[config.mk]
export PLATFORM = sky130hd
export DESIGN_NAME = rbpd_seq
export DESIGN_NICKNAME = d
export VERILOG_FILES = /design/src/hw/rbpd_seq.v
export VERILOG_INCLUDE_DIRS = /design/src /design/src/hw
export SDC_FILE = /design/constraint.sdc
export NUM_CORES = 1
export LEC_CHECK = 0
export BUFFER_PORTS_ARGS = -buffer_cell sky130_fd_sc_hd__buf_2
export CAP_MARGIN = 15
export CORE_MARGIN = 2
export CORE_UTILIZATION = 25
export CTS_CLUSTER_DIAMETER = 100
export DETAILED_ROUTE_END_ITERATION = 10
export SLEW_MARGIN = 40
export SYNTH_ARGS = -nofsm -noshare
export SYNTH_HDL_FRONTEND = slang
export SYNTH_SLANG_ARGS = --single-unit
[constraint.sdc]
create_clock -name i_clock -period 2.1 [get_ports i_clock]
set_input_delay 0.42 -clock i_clock [delete_from_list [all_inputs] [get_ports i_clock]]
set_output_delay 0.42 -clock i_clock [all_outputs]
set_load 0.005 [all_outputs]
[src/hw/rbpd_consts.vh]
// Constants for the RAM back-up power-down sequencer.
// Included by the sequencer; holds definitions only.
`ifndef RBPD_CONSTS_VH
`define RBPD_CONSTS_VH
// Reset value of the program counter (page 0, address 0)
`define RBPD_PC_RESET 14'h0000
// Reset value of the output port latches after a cold start
`define RBPD_PORT_RESET 4'hf
// Reset value for every 4-bit control register
`define RBPD_REG4_RESET 4'h0
// Width of the control register select code
`define RBPD_SEL_W 4
// Register select codes for the control-register write port
`define RBPD_SEL_TCTL1 4'h0
`define RBPD_SEL_TCTL2 4'h1
`define RBPD_SEL_TCTL6 4'h2
`define RBPD_SEL_CLK 4'h3
`define RBPD_SEL_IEN1 4'h4
`define RBPD_SEL_IEN2 4'h5
`define RBPD_SEL_EXT1 4'h6
`define RBPD_SEL_EXT2 4'h7
`define RBPD_SEL_SER 4'h8
`define RBPD_SEL_CMP 4'h9
`define RBPD_SEL_WAKE 4'ha
`define RBPD_SEL_PULL 4'hb
`define RBPD_SEL_PORT 4'hc
`define RBPD_SEL_TCTL34 4'hd
`define RBPD_SEL_CONV 4'he
// Register read address for the status word
`define RBPD_RD_STATUS 4'hf
`endif

[src/hw/rbpd_seq.v]
// RAM back-up power-down sequencer of a small 4-bit microcontroller.
// Assumes one 10 MHz system clock, a decoder that pulses one instruction
// strobe per executed instruction, and asynchronous reset and wake pins.
//
// Overview of operation
// - Supply-drop detection resets the whole controller
// - Back-up only on enable then power-off
// - Lone power-off acts as no-operation
// - Back-up stops oscillator, keeps RAM, reset
// - Skip instruction tests the power-down flag
// - Wakeup restarts at zero, flag set
// - Cold reset restarts at zero, flag cleared
// - RAM and output port levels retained
// - CPU working registers reset on wakeup
// - Timer controls two-four, six kept; one reset
// - Clock and interrupt-enable controls reset
// - External interrupt controls kept
// - Timer, conversion, serial stop, no resume
// - Serial mode register kept
// - Comparator function kept through back-up
// - Request, watchdog, done flags reset
// - Wakeup and pull-up controls kept
`include "rbpd_consts.vh"
`timescale 1ns/1ps
`default_nettype none

module rbpd_seq #(
    parameter PC_W = 14 // Program counter width
) (
    input wire i_clock, // System clock, 10 MHz
    input wire i_rst, // Synchronous reset, active high
    input wire i_reset_pin_n, // Reset pin, active low, asynchronous
    input wire i_wdt_reset, // Watchdog reset request, same clock
    input wire i_vdrop, // Supply-drop detector output, asynchronous
    input wire i_wakeup, // External wakeup input, asynchronous
    input wire i_instr_valid, // One pulse per executed instruction
    input wire i_is_pof_en, // Executed instruction is power_off_enable_instr
    input wire i_is_pof, // Executed instruction is power_off_instr
    input wire i_is_skip_if_powerdown_flag_instr, // Executed instruction is skip_if_powerdown_flag_instr
    input wire i_reg_wr, // Control register write strobe
    input wire [3:0] i_reg_sel, // Control register select
    input wire [3:0] i_reg_wdata, // Control register write data
    input wire i_rd, // Read strobe
    input wire [3:0] i_rd_addr, // Read address
    input wire [3:0] i_port_d, // Output port level to drive
    input wire i_port_wr, // Output port write strobe
    input wire i_tmr_run, // Timers request to count
    input wire i_conv_run, // Converter requests to convert
    input wire i_ser_run, // Serial unit requests to shift
    output reg [3:0] o_rd_data, // Read data, one cycle after strobe
    output reg o_osc_en, // Oscillator enable, low in back-up
    output reg o_backup, // High while in back-up
    output reg o_cpu_reset, // Pulse: reinit PC, A, B, carry, stack
    output reg [PC_W-1:0] o_pc_start, // Restart address
    output reg o_pd_flag, // Power-down flag
    output reg o_skip, // Skip next instruction
    output reg o_flags_clr, // Pulse: clear request, watchdog, done flags
    output reg o_tmr_en, // Timers may count
    output reg o_conv_en, // Converter may run
    output reg o_ser_en, // Serial unit may run
    output reg o_cmp_en, // Comparator kept enabled
    output reg [3:0] o_port_q, // Retained output port level
    output reg [3:0] o_tctl_one, // timer_ctrl_one
    output reg [3:0] o_tctl_two, // timer_ctrl_two
    output reg [3:0] o_tctl_six, // timer_ctrl_six
    output reg [3:0] o_clk_ctrl, // clock_ctrl_reg
    output reg [3:0] o_ien_one, // int_enable_ctrl_one
    output reg [3:0] o_ien_two, // int_enable_ctrl_two
    output reg [3:0] o_ext_one, // ext_int_ctrl_one
    output reg [3:0] o_ext_two // ext_int_ctrl_two
);

    // One-hot sequencer states
    localparam [2:0] ST_RUN = 3'b001;
    localparam [2:0] ST_BACKUP = 3'b010;
    localparam [2:0] ST_WAKE = 3'b100;

    // Synchroniser chains for the pins; index 2 is the oldest stage
    reg [2:0] rst_sync_q; // Reset pin, active-low samples
    reg [2:0] drop_sync_q; // Supply-drop samples
    reg [2:0] wake_sync_q; // Wakeup samples
    reg rst_pin_q; // Filtered reset pin (1 = asserted)
    reg drop_q; // Filtered supply drop
    reg wake_q; // Filtered wakeup level

    reg [2:0] state_q; // Sequencer state
    reg armed_q; // Previous instruction was power_off_enable_instr
    reg [3:0] serial_mode_q; // serial_mode_reg
    reg [3:0] cmp_ctrl_q; // comparator_ctrl
    reg [3:0] wake_ctrl_q; // wakeup_ctrl_reg
    reg [3:0] pull_ctrl_q; // pullup_ctrl_reg
    reg [3:0] port_dir_q; // port_direction_reg
    reg [3:0] tctl34_q; // Timer controls three and four, packed
    reg [3:0] conv_ctrl_q; // conv_ctrl_one
    reg run_gate_q; // Peripherals allowed after a start

    wire cold; // Any cold-start cause
    wire pof_ok; // Power-off accepted

    // Pin synchronisers: a level change counts once stages 1 and 2 agree
    // Three stages rather than two: the agreement test filters a single-cycle
    // glitch on a pin, at the cost of one more cycle of latency
    // The reset branch loads each chain with its pin's idle level, so that
    // no false edge is seen in the first cycles after reset
    always @(posedge i_clock) begin
        if (i_rst) begin
            rst_sync_q <= 3'b111;
            drop_sync_q <= 3'b000;
            wake_sync_q <= 3'b000;
            rst_pin_q <= 1'b0;
            drop_q <= 1'b0;
            wake_q <= 1'b0;
        end else begin
            rst_sync_q <= {rst_sync_q[1:0], i_reset_pin_n};
            drop_sync_q <= {drop_sync_q[1:0], i_vdrop};
            wake_sync_q <= {wake_sync_q[1:0], i_wakeup};
            if (rst_sync_q[1] == rst_sync_q[2]) begin
                rst_pin_q <= ~rst_sync_q[2];
            end
            if (drop_sync_q[1] == drop_sync_q[2]) begin
                drop_q <= drop_sync_q[2];
            end
            if (wake_sync_q[1] == wake_sync_q[2]) begin
                wake_q <= wake_sync_q[2];
            end
        end
    end

    // Cold causes: reset pin, watchdog, supply drop
    // Pin and drop causes arrive some four cycles late through the filter;
    // the watchdog request is already on this clock and acts at once
    assign cold = i_rst | rst_pin_q | i_wdt_reset | drop_q;
    // Power-off only counts straight after the enable instruction
    assign pof_ok = i_instr_valid & i_is_pof & armed_q;

    // Sequencer and CPU-facing start controls
    always @(posedge i_clock) begin
        if (cold) begin
            // Full cold reset; every element to its reset value
            state_q <= ST_RUN;
            armed_q <= 1'b0;
            o_osc_en <= 1'b1;
            o_backup <= 1'b0;
            o_cpu_reset <= 1'b1;
            o_pc_start <= {PC_W{1'b0}};
            o_pd_flag <= 1'b0;
            o_skip <= 1'b0;
            o_flags_clr <= 1'b1;
            run_gate_q <= 1'b0;
        end else begin
            o_cpu_reset <= 1'b0;
            o_flags_clr <= 1'b0;
            o_skip <= 1'b0;
            case (state_q)
                ST_RUN: begin
                    if (i_instr_valid) begin
                        // Any other instruction breaks the pair
                        armed_q <= i_is_pof_en;
                        if (i_is_skip_if_powerdown_flag_instr) begin
                            o_skip <= o_pd_flag;
                        end
                    end
                    if (pof_ok) begin
                        state_q <= ST_BACKUP;
                        o_osc_en <= 1'b0;
                        o_backup <= 1'b1;
                        run_gate_q <= 1'b0;
                        armed_q <= 1'b0;
                    end else if (i_instr_valid | i_reg_wr) begin
                        // A software start re-allows peripherals
                        run_gate_q <= 1'b1;
                    end
                end
                ST_BACKUP: begin
                    // Clock is treated as stopped; only wake or cold act
                    // Instructions and writes are ignored here, since the
                    // real core is frozen while the oscillator is off
                    if (wake_q) begin
                        state_q <= ST_WAKE;
                        o_osc_en <= 1'b1;
                    end
                end
                ST_WAKE: begin
                    // Warm start: reinit CPU and flags, flag set
                    // Lasts one cycle; the lost registers are cleared on the
                    // same edge by their own process
                    state_q <= ST_RUN;
                    o_backup <= 1'b0;
                    o_cpu_reset <= 1'b1;
                    o_flags_clr <= 1'b1;
                    o_pc_start <= {PC_W{1'b0}};
                    o_pd_flag <= 1'b1;
                end
                default: begin
                    state_q <= ST_RUN;
                end
            endcase
        end
    end

    // Peripheral run enables; nothing resumes until software acts again
    // The accepted power-off also clears them, so that no enable is left
    // high in the first cycle of back-up
    always @(posedge i_clock) begin
        if (cold | o_backup | pof_ok) begin
            o_tmr_en <= 1'b0;
            o_conv_en <= 1'b0;
            o_ser_en <= 1'b0;
        end else begin
            o_tmr_en <= i_tmr_run & run_gate_q;
            o_conv_en <= i_conv_run & run_gate_q;
            o_ser_en <= i_ser_run & run_gate_q;
        end
    end

    // Registers lost across back-up: reset on cold and on warm start
    // Writes in back-up are dropped: the core issuing them is stopped
    always @(posedge i_clock) begin
        if (cold | (state_q == ST_WAKE)) begin
            o_tctl_one <= `RBPD_REG4_RESET;
            o_clk_ctrl <= `RBPD_REG4_RESET;
            o_ien_one <= `RBPD_REG4_RESET;
            o_ien_two <= `RBPD_REG4_RESET;
            conv_ctrl_q <= `RBPD_REG4_RESET;
        end else if (i_reg_wr & ~o_backup) begin
            if (i_reg_sel == `RBPD_SEL_TCTL1) begin
                o_tctl_one <= i_reg_wdata;
            end else if (i_reg_sel == `RBPD_SEL_CLK) begin
                o_clk_ctrl <= i_reg_wdata;
            end else if (i_reg_sel == `RBPD_SEL_IEN1) begin
                o_ien_one <= i_reg_wdata;
            end else if (i_reg_sel == `RBPD_SEL_IEN2) begin
                o_ien_two <= i_reg_wdata;
            end else if (i_reg_sel == `RBPD_SEL_CONV) begin
                conv_ctrl_q <= i_reg_wdata;
            end
        end
    end

    // Registers kept across back-up: only a cold start resets them
    always @(posedge i_clock) begin
        if (cold) begin
            o_tctl_two <= `RBPD_REG4_RESET;
            o_tctl_six <= `RBPD_REG4_RESET;
            tctl34_q <= `RBPD_REG4_RESET;
            o_ext_one <= `RBPD_REG4_RESET;
            o_ext_two <= `RBPD_REG4_RESET;
            serial_mode_q <= `RBPD_REG4_RESET;
            cmp_ctrl_q <= `RBPD_REG4_RESET;
            wake_ctrl_q <= `RBPD_REG4_RESET;
            pull_ctrl_q <= `RBPD_REG4_RESET;
            port_dir_q <= `RBPD_REG4_RESET;
        end else if (i_reg_wr & ~o_backup) begin
            if (i_reg_sel == `RBPD_SEL_TCTL2) begin
                o_tctl_two <= i_reg_wdata;
            end else if (i_reg_sel == `RBPD_SEL_TCTL6) begin
                o_tctl_six <= i_reg_wdata;
            end else if (i_reg_sel == `RBPD_SEL_TCTL34) begin
                tctl34_q <= i_reg_wdata;
            end else if (i_reg_sel == `RBPD_SEL_EXT1) begin
                o_ext_one <= i_reg_wdata;
            end else if (i_reg_sel == `RBPD_SEL_EXT2) begin
                o_ext_two <= i_reg_wdata;
            end else if (i_reg_sel == `RBPD_SEL_SER) begin
                serial_mode_q <= i_reg_wdata;
            end else if (i_reg_sel == `RBPD_SEL_CMP) begin
                cmp_ctrl_q <= i_reg_wdata;
            end else if (i_reg_sel == `RBPD_SEL_WAKE) begin
                wake_ctrl_q <= i_reg_wdata;
            end else if (i_reg_sel == `RBPD_SEL_PULL) begin
                pull_ctrl_q <= i_reg_wdata;
            end else if (i_reg_sel == `RBPD_SEL_PORT) begin
                port_dir_q <= i_reg_wdata;
            end
        end
    end

    // Port level and comparator enable survive back-up untouched
    always @(posedge i_clock) begin
        if (cold) begin
            // Output latches come up set after a cold start
            o_port_q <= `RBPD_PORT_RESET;
            o_cmp_en <= 1'b0;
        end else begin
            if (i_port_wr & ~o_backup) begin
                o_port_q <= i_port_d;
            end
            // Comparator stays on in back-up as software left it
            o_cmp_en <= |cmp_ctrl_q;
        end
    end

    // Read port: data valid in the cycle after the strobe only
    // Returning zero outside that cycle keeps stale data from being mistaken
    // for a fresh answer; reads work during back-up and during every cold reset except i_rst, which returns zero
    always @(posedge i_clock) begin
        if (i_rst) begin
            o_rd_data <= 4'h0;
        end else if (i_rd) begin
            if (i_rd_addr == `RBPD_SEL_TCTL1) begin
                o_rd_data <= o_tctl_one;
            end else if (i_rd_addr == `RBPD_SEL_TCTL2) begin
                o_rd_data <= o_tctl_two;
            end else if (i_rd_addr == `RBPD_SEL_TCTL6) begin
                o_rd_data <= o_tctl_six;
            end else if (i_rd_addr == `RBPD_SEL_CLK) begin
                o_rd_data <= o_clk_ctrl;
            end else if (i_rd_addr == `RBPD_SEL_IEN1) begin
                o_rd_data <= o_ien_one;
            end else if (i_rd_addr == `RBPD_SEL_IEN2) begin
                o_rd_data <= o_ien_two;
            end else if (i_rd_addr == `RBPD_SEL_EXT1) begin
                o_rd_data <= o_ext_one;
            end else if (i_rd_addr == `RBPD_SEL_EXT2) begin
                o_rd_data <= o_ext_two;
            end else if (i_rd_addr == `RBPD_SEL_SER) begin
                o_rd_data <= serial_mode_q;
            end else if (i_rd_addr == `RBPD_SEL_CMP) begin
                o_rd_data <= cmp_ctrl_q;
            end else if (i_rd_addr == `RBPD_SEL_WAKE) begin
                o_rd_data <= wake_ctrl_q;
            end else if (i_rd_addr == `RBPD_SEL_PULL) begin
                o_rd_data <= pull_ctrl_q;
            end else if (i_rd_addr == `RBPD_SEL_PORT) begin
                o_rd_data <= port_dir_q;
            end else if (i_rd_addr == `RBPD_SEL_TCTL34) begin
                o_rd_data <= tctl34_q;
            end else if (i_rd_addr == `RBPD_SEL_CONV) begin
                o_rd_data <= conv_ctrl_q;
            end else begin
                // Status: power-down flag, back-up, armed, run gate
                o_rd_data <= {run_gate_q, armed_q, o_backup, o_pd_flag};
            end
        end else begin
            o_rd_data <= 4'h0;
        end
    end

endmodule

`default_nettype wire

==> results of run 1 <==
worst reg2reg max path: stages (launching register included):
cell and delay [ns]:
sky130_fd_sc_hd__dfxtp_1 0.42, sky130_fd_sc_hd__nand2b_4 0.22, sky130_fd_sc_hd__nor3b_2 0.22, sky130_fd_sc_hd__and3_1 0.36
sky130_fd_sc_hd__mux2i_1 0.23, sky130_fd_sc_hd__nor2_1 0.05
power breakdown:
part / leakage, nW / internal (W) / switching [W]
clock network: 0.140 / 0.000867 / 0.000690
registers: 0.761 / 0.00180 / 0.0000144
logic: 1.12 / 0.000131 / 0.000213
stage by stage:
| stage | setup WS (ns) | util (%) | power (W) | instance area, um^2 |
|---|---|---|---|---|
| final | 0.4426 | 31.34 | 0.003721 | 5215 |
| after CTS | 0.4589 | 31.34 | 0.003760 | 5215 |
| after global placement | 0.09388 | 29.66 | 0.002202 | 4936 |
| after global routing | 0.2593 | 31.34 | 0.003877 | 5215 |
| after floorplan | 0.3118 | - | 0.002080 | 4330 |
| after detailed placement | 0.09387 | 29.66 | 0.002201 | 4936 |
cells in the mapped netlist, types with 5 or more instances:
cell	number	area share (%)
sky130_fd_sc_hd__dfxtp_1	94	44
sky130_fd_sc_hd__nand2_1	64	5.6
sky130_fd_sc_hd__a21oi_1	55	6.4
sky130_fd_sc_hd__nor2_1	46	4.0
sky130_fd_sc_hd__nand3_1	41	4.8
sky130_fd_sc_hd__mux2i_1	34	7.9
sky130_fd_sc_hd__clkbuf_1	21	1.8
sky130_fd_sc_hd__buf_4	18	3.2
sky130_fd_sc_hd__nor2b_1	15	2.2
sky130_fd_sc_hd__o21ai_0	12	1.4
sky130_fd_sc_hd__inv_1	7	0.61
sky130_fd_sc_hd__nand2b_1	7	1.0
sky130_fd_sc_hd__and3_1	5	0.73
sky130_fd_sc_hd__buf_2	5	0.58
sky130_fd_sc_hd__mux4_2	5	2.6
logic make-up after synthesis:
logic type             Yosys count
and+or+nand+nor                204
AOI/OAI and AO/OA              102
muxes                           42
buffers and inverters           56
other                            1
DFF                             94
routing by layer:
layer / part of all wire, % / wire (um) / up-vias
met5: 0 / 0 / -
met4: 3.4 / 439 / 0
met3: 4.2 / 533 / 29
met2: 47 / 5923 / 114
met1: 46 / 5840 / 1818
li1: - / - / 1871
worst paths after layout:
path / to / from / cells after the start / slack (ns)
setup / recovery: o_rd_data[3] / i_rd_addr[0] / 6 / 0.44
hold reg to reg: rst_sync_q[1] / rst_sync_q[0] / 1 / 0.41
hold / removal: rst_sync_q[0] / i_reset_pin_n / 2 / 0.26
setup reg to reg: o_ext_two[0] / o_backup / 5 / 0.48
final cells by class:
type	count	share of cell area, %
inverter	7	0.5038
clock buffer	13	4.990
multi-input combinational	362	41.46
tap	220	5.278
timing repair buffer	104	11.32
clock inverter	3	0.3599
sequential	94	36.08
==> out/qor.tcl, run 1 <==
set qor(synth_top_family_by_area) {simple AND/OR/NAND/NOR gates}
set qor(drt_wl_total_um) 12740
set qor(final_hold_viol_count) 0
set qor(grt.busiest_layer) {met2}
set qor(skew_pair_late_insertion_delay_ns) 0.35
set qor(gr-total-overflow) 0
set qor(fillCellCount) 1803
set qor(critical_path.n_buffers_inverters) 1
set qor(clkSinkCount) 94
set qor(fin_worst_hold_slack_ns) 0.2600
set qor(critPathCaptureType) {register}
set qor(detail-route-antenna-nets) 0
set qor(synth_compound_gate_area_share_pct) 14.52
set qor(synth_edf_count) 0
set qor(worstSetupStartpointType) {input pin}
set qor(effective_utilization_at_floorplan_pct) 25.73
set qor(detailroute.via_count) 3832
set qor(synth_flop_cell) {sky130_fd_sc_hd__dfxtp_1}
set qor(place.gp.congestion) 0.9455
set qor(fin_nets) 610
set qor(grt_start_max_net_pins) 47
set qor(detail_route.first_pass.iterations) 5
set qor(worst-setup-path-type) {in2reg}
set qor(power.density_mw_per_mm2) 713.4
set qor(finClkSkew_ns) 0.005354
set qor(antenna_found_initial) 0
set qor(synth_seq_cells) 94
set qor(clk_pin_slew_ns) 0.06
set qor(postCtsHoldBufs) 0
set qor(post_synth_mux_area_share_pct) 11.37
set qor(n_antenna_cell) 0
set qor(met2_usage_pct) 22.50
set qor(clk_root_buffer_cell) {sky130_fd_sc_hd__clkbuf_16}
set qor(total_drc_errors_in_the_routed_layout) 0
set qor(via_count_of_the_first_global_routing_pass) 3548
set qor(boundaryPins) 96
set qor(layout.cells.most_common) {sky130_fd_sc_hd__dfxtp_1}
set qor(post_route_cells_drive_above_1_share_pct) 23.84
set qor(chipWidth_um) 134.9
set qor(rsz0062_at_grt) {no}
set qor(final_cell_mix) {sky130_fd_sc_hd__dfxtp_1 (94), sky130_fd_sc_hd__buf_2 (81), sky130_fd_sc_hd__nand2_1 (64), sky130_fd_sc_hd__a21oi_1 (55), sky130_fd_sc_hd__nor2_1 (46)}
set qor(critical_path.max_fanout) 16
set qor(outcome) {complete, no violations}
set qor(warnings_synthesis) 0
set qor(final.period_utilization_pct) 78.93
set qor(synthXorXnorAreaFrac_pct) 0
set qor(report.final.slew_viol_count) 0
set qor(finalSetupTns_ns) 0
set qor(crit_slowest_cell) {sky130_fd_sc_hd__or3b_1}
set qor(netlist-cell-type-count) 55
set qor(critical_path.max_stage_delay_ns) 0.47
set qor(max_cap_viol_count) 0
set qor(die_area_mm2) 0.01819
set qor(vias_per_cell) 4.772
set qor(leakage_nw) 2.020
set qor(met1_usage_pct) 18.66
set qor(post-cts-setup-buffers) 0
set qor(clock_tree_from_tritoncts) {yes}
set qor(ys_async_sr_fraction_pct) 0
set qor(rows) 47
set qor(cp.arrival_ns) 1.89
set qor(track_usage_pct) 14.27
set qor(netlist_instances) 499
set qor(final.min_clock_period_ns) 1.657
set qor(fmax_mhz) 603.3
set qor(clock_buffer_count_from_cts) 9
set qor(synth_simple_gate_area_share_pct) 23.38
set qor(die-height_um) 134.9
set qor(grt_first_pass_wirelength_um) 19930
set qor(syn-cell-area_mm2) 0.004282
set qor(worstPathRequired_ns) 2.34
set qor(synth-seq-area-share_pct) 43.95
set qor(setup_violations) 0
set qor(hold_class) {in2reg}
set qor(drtIter0Drc) 287
set qor(synth-adder-area-share_pct) 0
set qor(buffer_ports.inserted) 81
set qor(core_area_mm2) 0.01664
set qor(dp.final_hpwl_um) 9279
set qor(max-clock-path-buffers) 2
set qor(ctsHtreeMaxLevel) 3
set qor(vdd.ir_drop.worst_v) 0.0003825
set qor(worstPathCellList) {buf_2, or3b_1, o32ai_1, o21ai_1, a221o_1, a32o_1}
set qor(flow.area_growth_from_synthesis_pct) 21.80
set qor(regArea_mm2) 0.001882
set qor(post_drt_wl_per_cell_um) 15.86
set qor(post_cts_resized) 0
set qor(multi_input_logic_area_mm2) 0.002162
set qor(instances_no_fill) 803
set qor(placedCellCount) 787
set qor(use_met3_pct) 3.041
set qor(syn-mean-instance-area_um2) 8.580
set qor(critical_path.top_delay_family) {compound AO/OA/AOI/OAI gates}
No activity file was read; power rests on OpenSTA's default activity.
==> run 2: changes to the inputs <==
==> constraint.sdc (replaced) <==
create_clock -name i_clock -period 1.5 [get_ports i_clock]
set_input_delay 0.3 -clock i_clock [delete_from_list [all_inputs] [get_ports i_clock]]
set_output_delay 0.3 -clock i_clock [all_outputs]
set_load 0.005 [all_outputs]
==> run 2 against run 1 <==
Setup slack got worse by 0.39 ns. Sequential power rose by 40%. Count of clock-buffer cells in the layout fell by 4. First-iteration DRC count rose by 5.2%. Critical path depth fell by 2. Highest routed layer unchanged. Sequential share of layout area fell by 2.7 points. Flip-flop and latch count did not move. Via count rose by 3.2%.
==> out/qor.tcl, run 2 (synthesis results as in run 1) <==
set qor(drt_wl_total_um) 12900 ;# +1.3%
set qor(finalWorstSetupSlack_ns) 0.05703 ;# -0.3855 ns
set qor(fillCellCount) 1705 ;# -5.4%
set qor(report.final.slew_viol_count) 0 ;# unchanged
set qor(worstPathCellList) {or4_4, buf_4, buf_4, nor2_1}
set qor(finClkSkew_ns) 0.004402 ;# -0.0009520 ns
set qor(clk_pin_slew_ns) 0.06 ;# about the same
set qor(worst-setup-path-type) {reg2reg}
set qor(worstPathRequired_ns) 1.77 ;# -0.57 ns
set qor(ff2ff_setup_slack_ns) 0.06 ;# -0.42 ns
set qor(place.gp.congestion) 0.8766 ;# -7.3%
set qor(layout.cells.most_common) {sky130_fd_sc_hd__dfxtp_1}
set qor(hold_class) {in2reg}
set qor(final_hold_viol_count) 0 ;# unchanged
set qor(final.min_clock_period_ns) 1.443
set qor(post_drt_wl_per_cell_um) 15.41 ;# -2.8%
set qor(dp.final_hpwl_um) 9606 ;# +3.5%
set qor(final_cell_mix) {sky130_fd_sc_hd__dfxtp_1 (94), sky130_fd_sc_hd__buf_2 (80), sky130_fd_sc_hd__nand2_1 (64), sky130_fd_sc_hd__a21oi_1 (55), sky130_fd_sc_hd__buf_4 (53)}
set qor(cp.arrival_ns) 1.71 ;# -0.18 ns
set qor(placement.setup.worst_slack_ns) -0.3249 ;# -0.4188 ns
set qor(vias_per_cell) 4.723 ;# -1.0%
set qor(boundaryPins) 96 ;# unchanged
set qor(track_usage_pct) 14.39 ;# +0.12 points
set qor(die_area_mm2) 0.01819 ;# unchanged
set qor(detail-route-antenna-nets) 0 ;# unchanged
set qor(buffer_ports.inserted) 81 ;# unchanged
set qor(die-height_um) 134.9 ;# unchanged
set qor(critical_path.max_fanout) 9 ;# -7
set qor(fin_nets) 644 ;# +5.6%
set qor(clock_buffer_count_from_cts) 9 ;# unchanged
set qor(rows) 47 ;# unchanged
set qor(antenna_found_initial) 0 ;# unchanged
set qor(outcome) {complete, no violations}
set qor(worst_reg2reg_path_depth) 4 ;# -1
set qor(critical_path.max_stage_delay_ns) 0.57 ;# +0.10 ns
set qor(timing.rr.start) {rst_pin_q}
set qor(via_count_of_the_first_global_routing_pass) 3663 ;# +3.2%
set qor(worstSetupStartpointType) {register}
set qor(gr-total-overflow) 0 ;# unchanged
set qor(leakage_nw) 2.233 ;# +11%
set qor(power.density_mw_per_mm2) 989.9 ;# +39%
set qor(worst_hold_path_startpoint) {i_reset_pin_n}
set qor(effective_utilization_at_floorplan_pct) 25.73 ;# unchanged
set qor(final.period_utilization_pct) 96.20
set qor(max-clock-path-buffers) 2 ;# unchanged
set qor(post-cts-setup-buffers) 0 ;# unchanged
set qor(grt_start_max_net_pins) 21 ;# -55%
set qor(total_power_w) 0.005581 ;# +50%
set qor(ctsHtreeMaxLevel) 3 ;# unchanged
set qor(core_area_mm2) 0.01664 ;# unchanged
set qor(n_antenna_cell) 0 ;# unchanged
set qor(regToRegEndpoint) {tctl34_q[1]}
set qor(grt_first_pass_wirelength_um) 20360 ;# +2.1%
set qor(whs_path_depth) 2 ;# unchanged
set qor(crit_slowest_cell) {sky130_fd_sc_hd__or4_4}
set qor(flow.area_growth_from_synthesis_pct) 31.68
set qor(skew_pair_late_insertion_delay_ns) 0.34 ;# about the same
set qor(postCtsHoldBufs) 0 ;# unchanged
set qor(chipWidth_um) 134.9 ;# unchanged
set qor(fmax_mhz) 693.0
set qor(setup_violations) 0 ;# unchanged
set qor(clock_tree_from_tritoncts) {yes}
set qor(cp_common_cell) {sky130_fd_sc_hd__buf_4}
set qor(critPathCaptureType) {register}
set qor(drtIter0Drc) 302 ;# +5.2%
set qor(post_route_cells_drive_above_1_share_pct) 30.31 ;# +6.5 points
set qor(detailroute.via_count) 3953 ;# +3.2%
set qor(clk_root_buffer_cell) {sky130_fd_sc_hd__clkbuf_16}
set qor(clkSinkCount) 94 ;# unchanged
set qor(total_drc_errors_in_the_routed_layout) 0 ;# unchanged
set qor(max_cap_viol_count) 0 ;# unchanged
set qor(detail_route.first_pass.iterations) 5 ;# unchanged
set qor(critical_path.n_buffers_inverters) 2 ;# +1
set qor(hold_end) {rst_sync_q[0]}
set qor(critical_path.top_delay_family) {simple AND/OR/NAND/NOR gates}
set qor(vdd.ir_drop.worst_v) 0.0006169 ;# +61%
## run 2: cell count changes in the layout (fill, tap and decap cells not counted), sizes merged
cell	before	now
clkbuf	13	9
buf	104	138
inv	7	8
clkinv	3	2
clkinvlp	0	2
bufinv	0	2
## run 2: worst max-delay path by stage
stage                     slack (ns)      endpoint  cells after the start    startpoint
after floorplan                -0.09  o_rd_data[3]                      6  i_rd_addr[1]
after global placement         -0.30  o_rd_data[3]                      8  i_rd_addr[0]
after detailed placement       -0.32  o_rd_data[1]                      7  i_rd_addr[0]
after CTS                       0.02      o_ser_en                      4        drop_q
after global routing          -0.004    run_gate_q                      3     rst_pin_q
final                           0.06   tctl34_q[1]                      4     rst_pin_q
## run 2: layer usage
metal / vias up / track usage (%) / wire length [um]
met1: 1857 / 19.60 / 5972
met3: 13 / 2.215 / 643
met2: 138 / 23.43 / 6080
met4: 0 / 4.503 / 201
met5: - / 0 / 0
li1: 1945 / - / -
## run 2: area by class of cell
class / instances / area, um^2 / area share, %
repair buffers: 138 / 880.8 / 15.62
inverters: 7 / 26.28 / 0.4660
clock inverters: 7 / 97.59 / 1.731
clock buffers: 9 / 225.2 / 3.995
well taps: 220 / 275.3 / 4.882
flip-flops and latches: 94 / 1882 / 33.38
multi-input cells: 362 / 2251 / 39.92
## run 2: stage by stage
| stage | setup TNS [ns] | util [%] | cell area [um^2] | cells | hold slack, ns |
|---|---|---|---|---|---|
| after floorplan | -0.1140 | - | 4383 | 512 | 0.3716 |
| after global placement | -2.732 | 31.52 | 5245 | 821 | 0.4016 |
| after detailed placement | -3.143 | 31.52 | 5245 | 821 | 0.3962 |
| after CTS | 0 | 33.52 | 5578 | 837 | 0.1310 |
| after global routing | -0.004387 | 33.88 | 5638 | 837 | 0.1364 |
| final | 0 | 33.88 | 5638 | 837 | 0.1407 |
## run 2: where the power goes
group | leakage [nW] | internal [W] | switching (W)
registers | 0.761 | 0.00253 | 0.0000184
logic | 1.32 | 0.000240 | 0.000323
clock network | 0.152 | 0.00147 | 0.00101
total | 2.23 | 0.00423 | 0.00135
## run 2: what timing repair did
action                                  CTS  global route
endpoints found under the setup margin   24            28
gates cloned                              0             0
pin swaps                                 0             4
gates resized for setup                   2            14
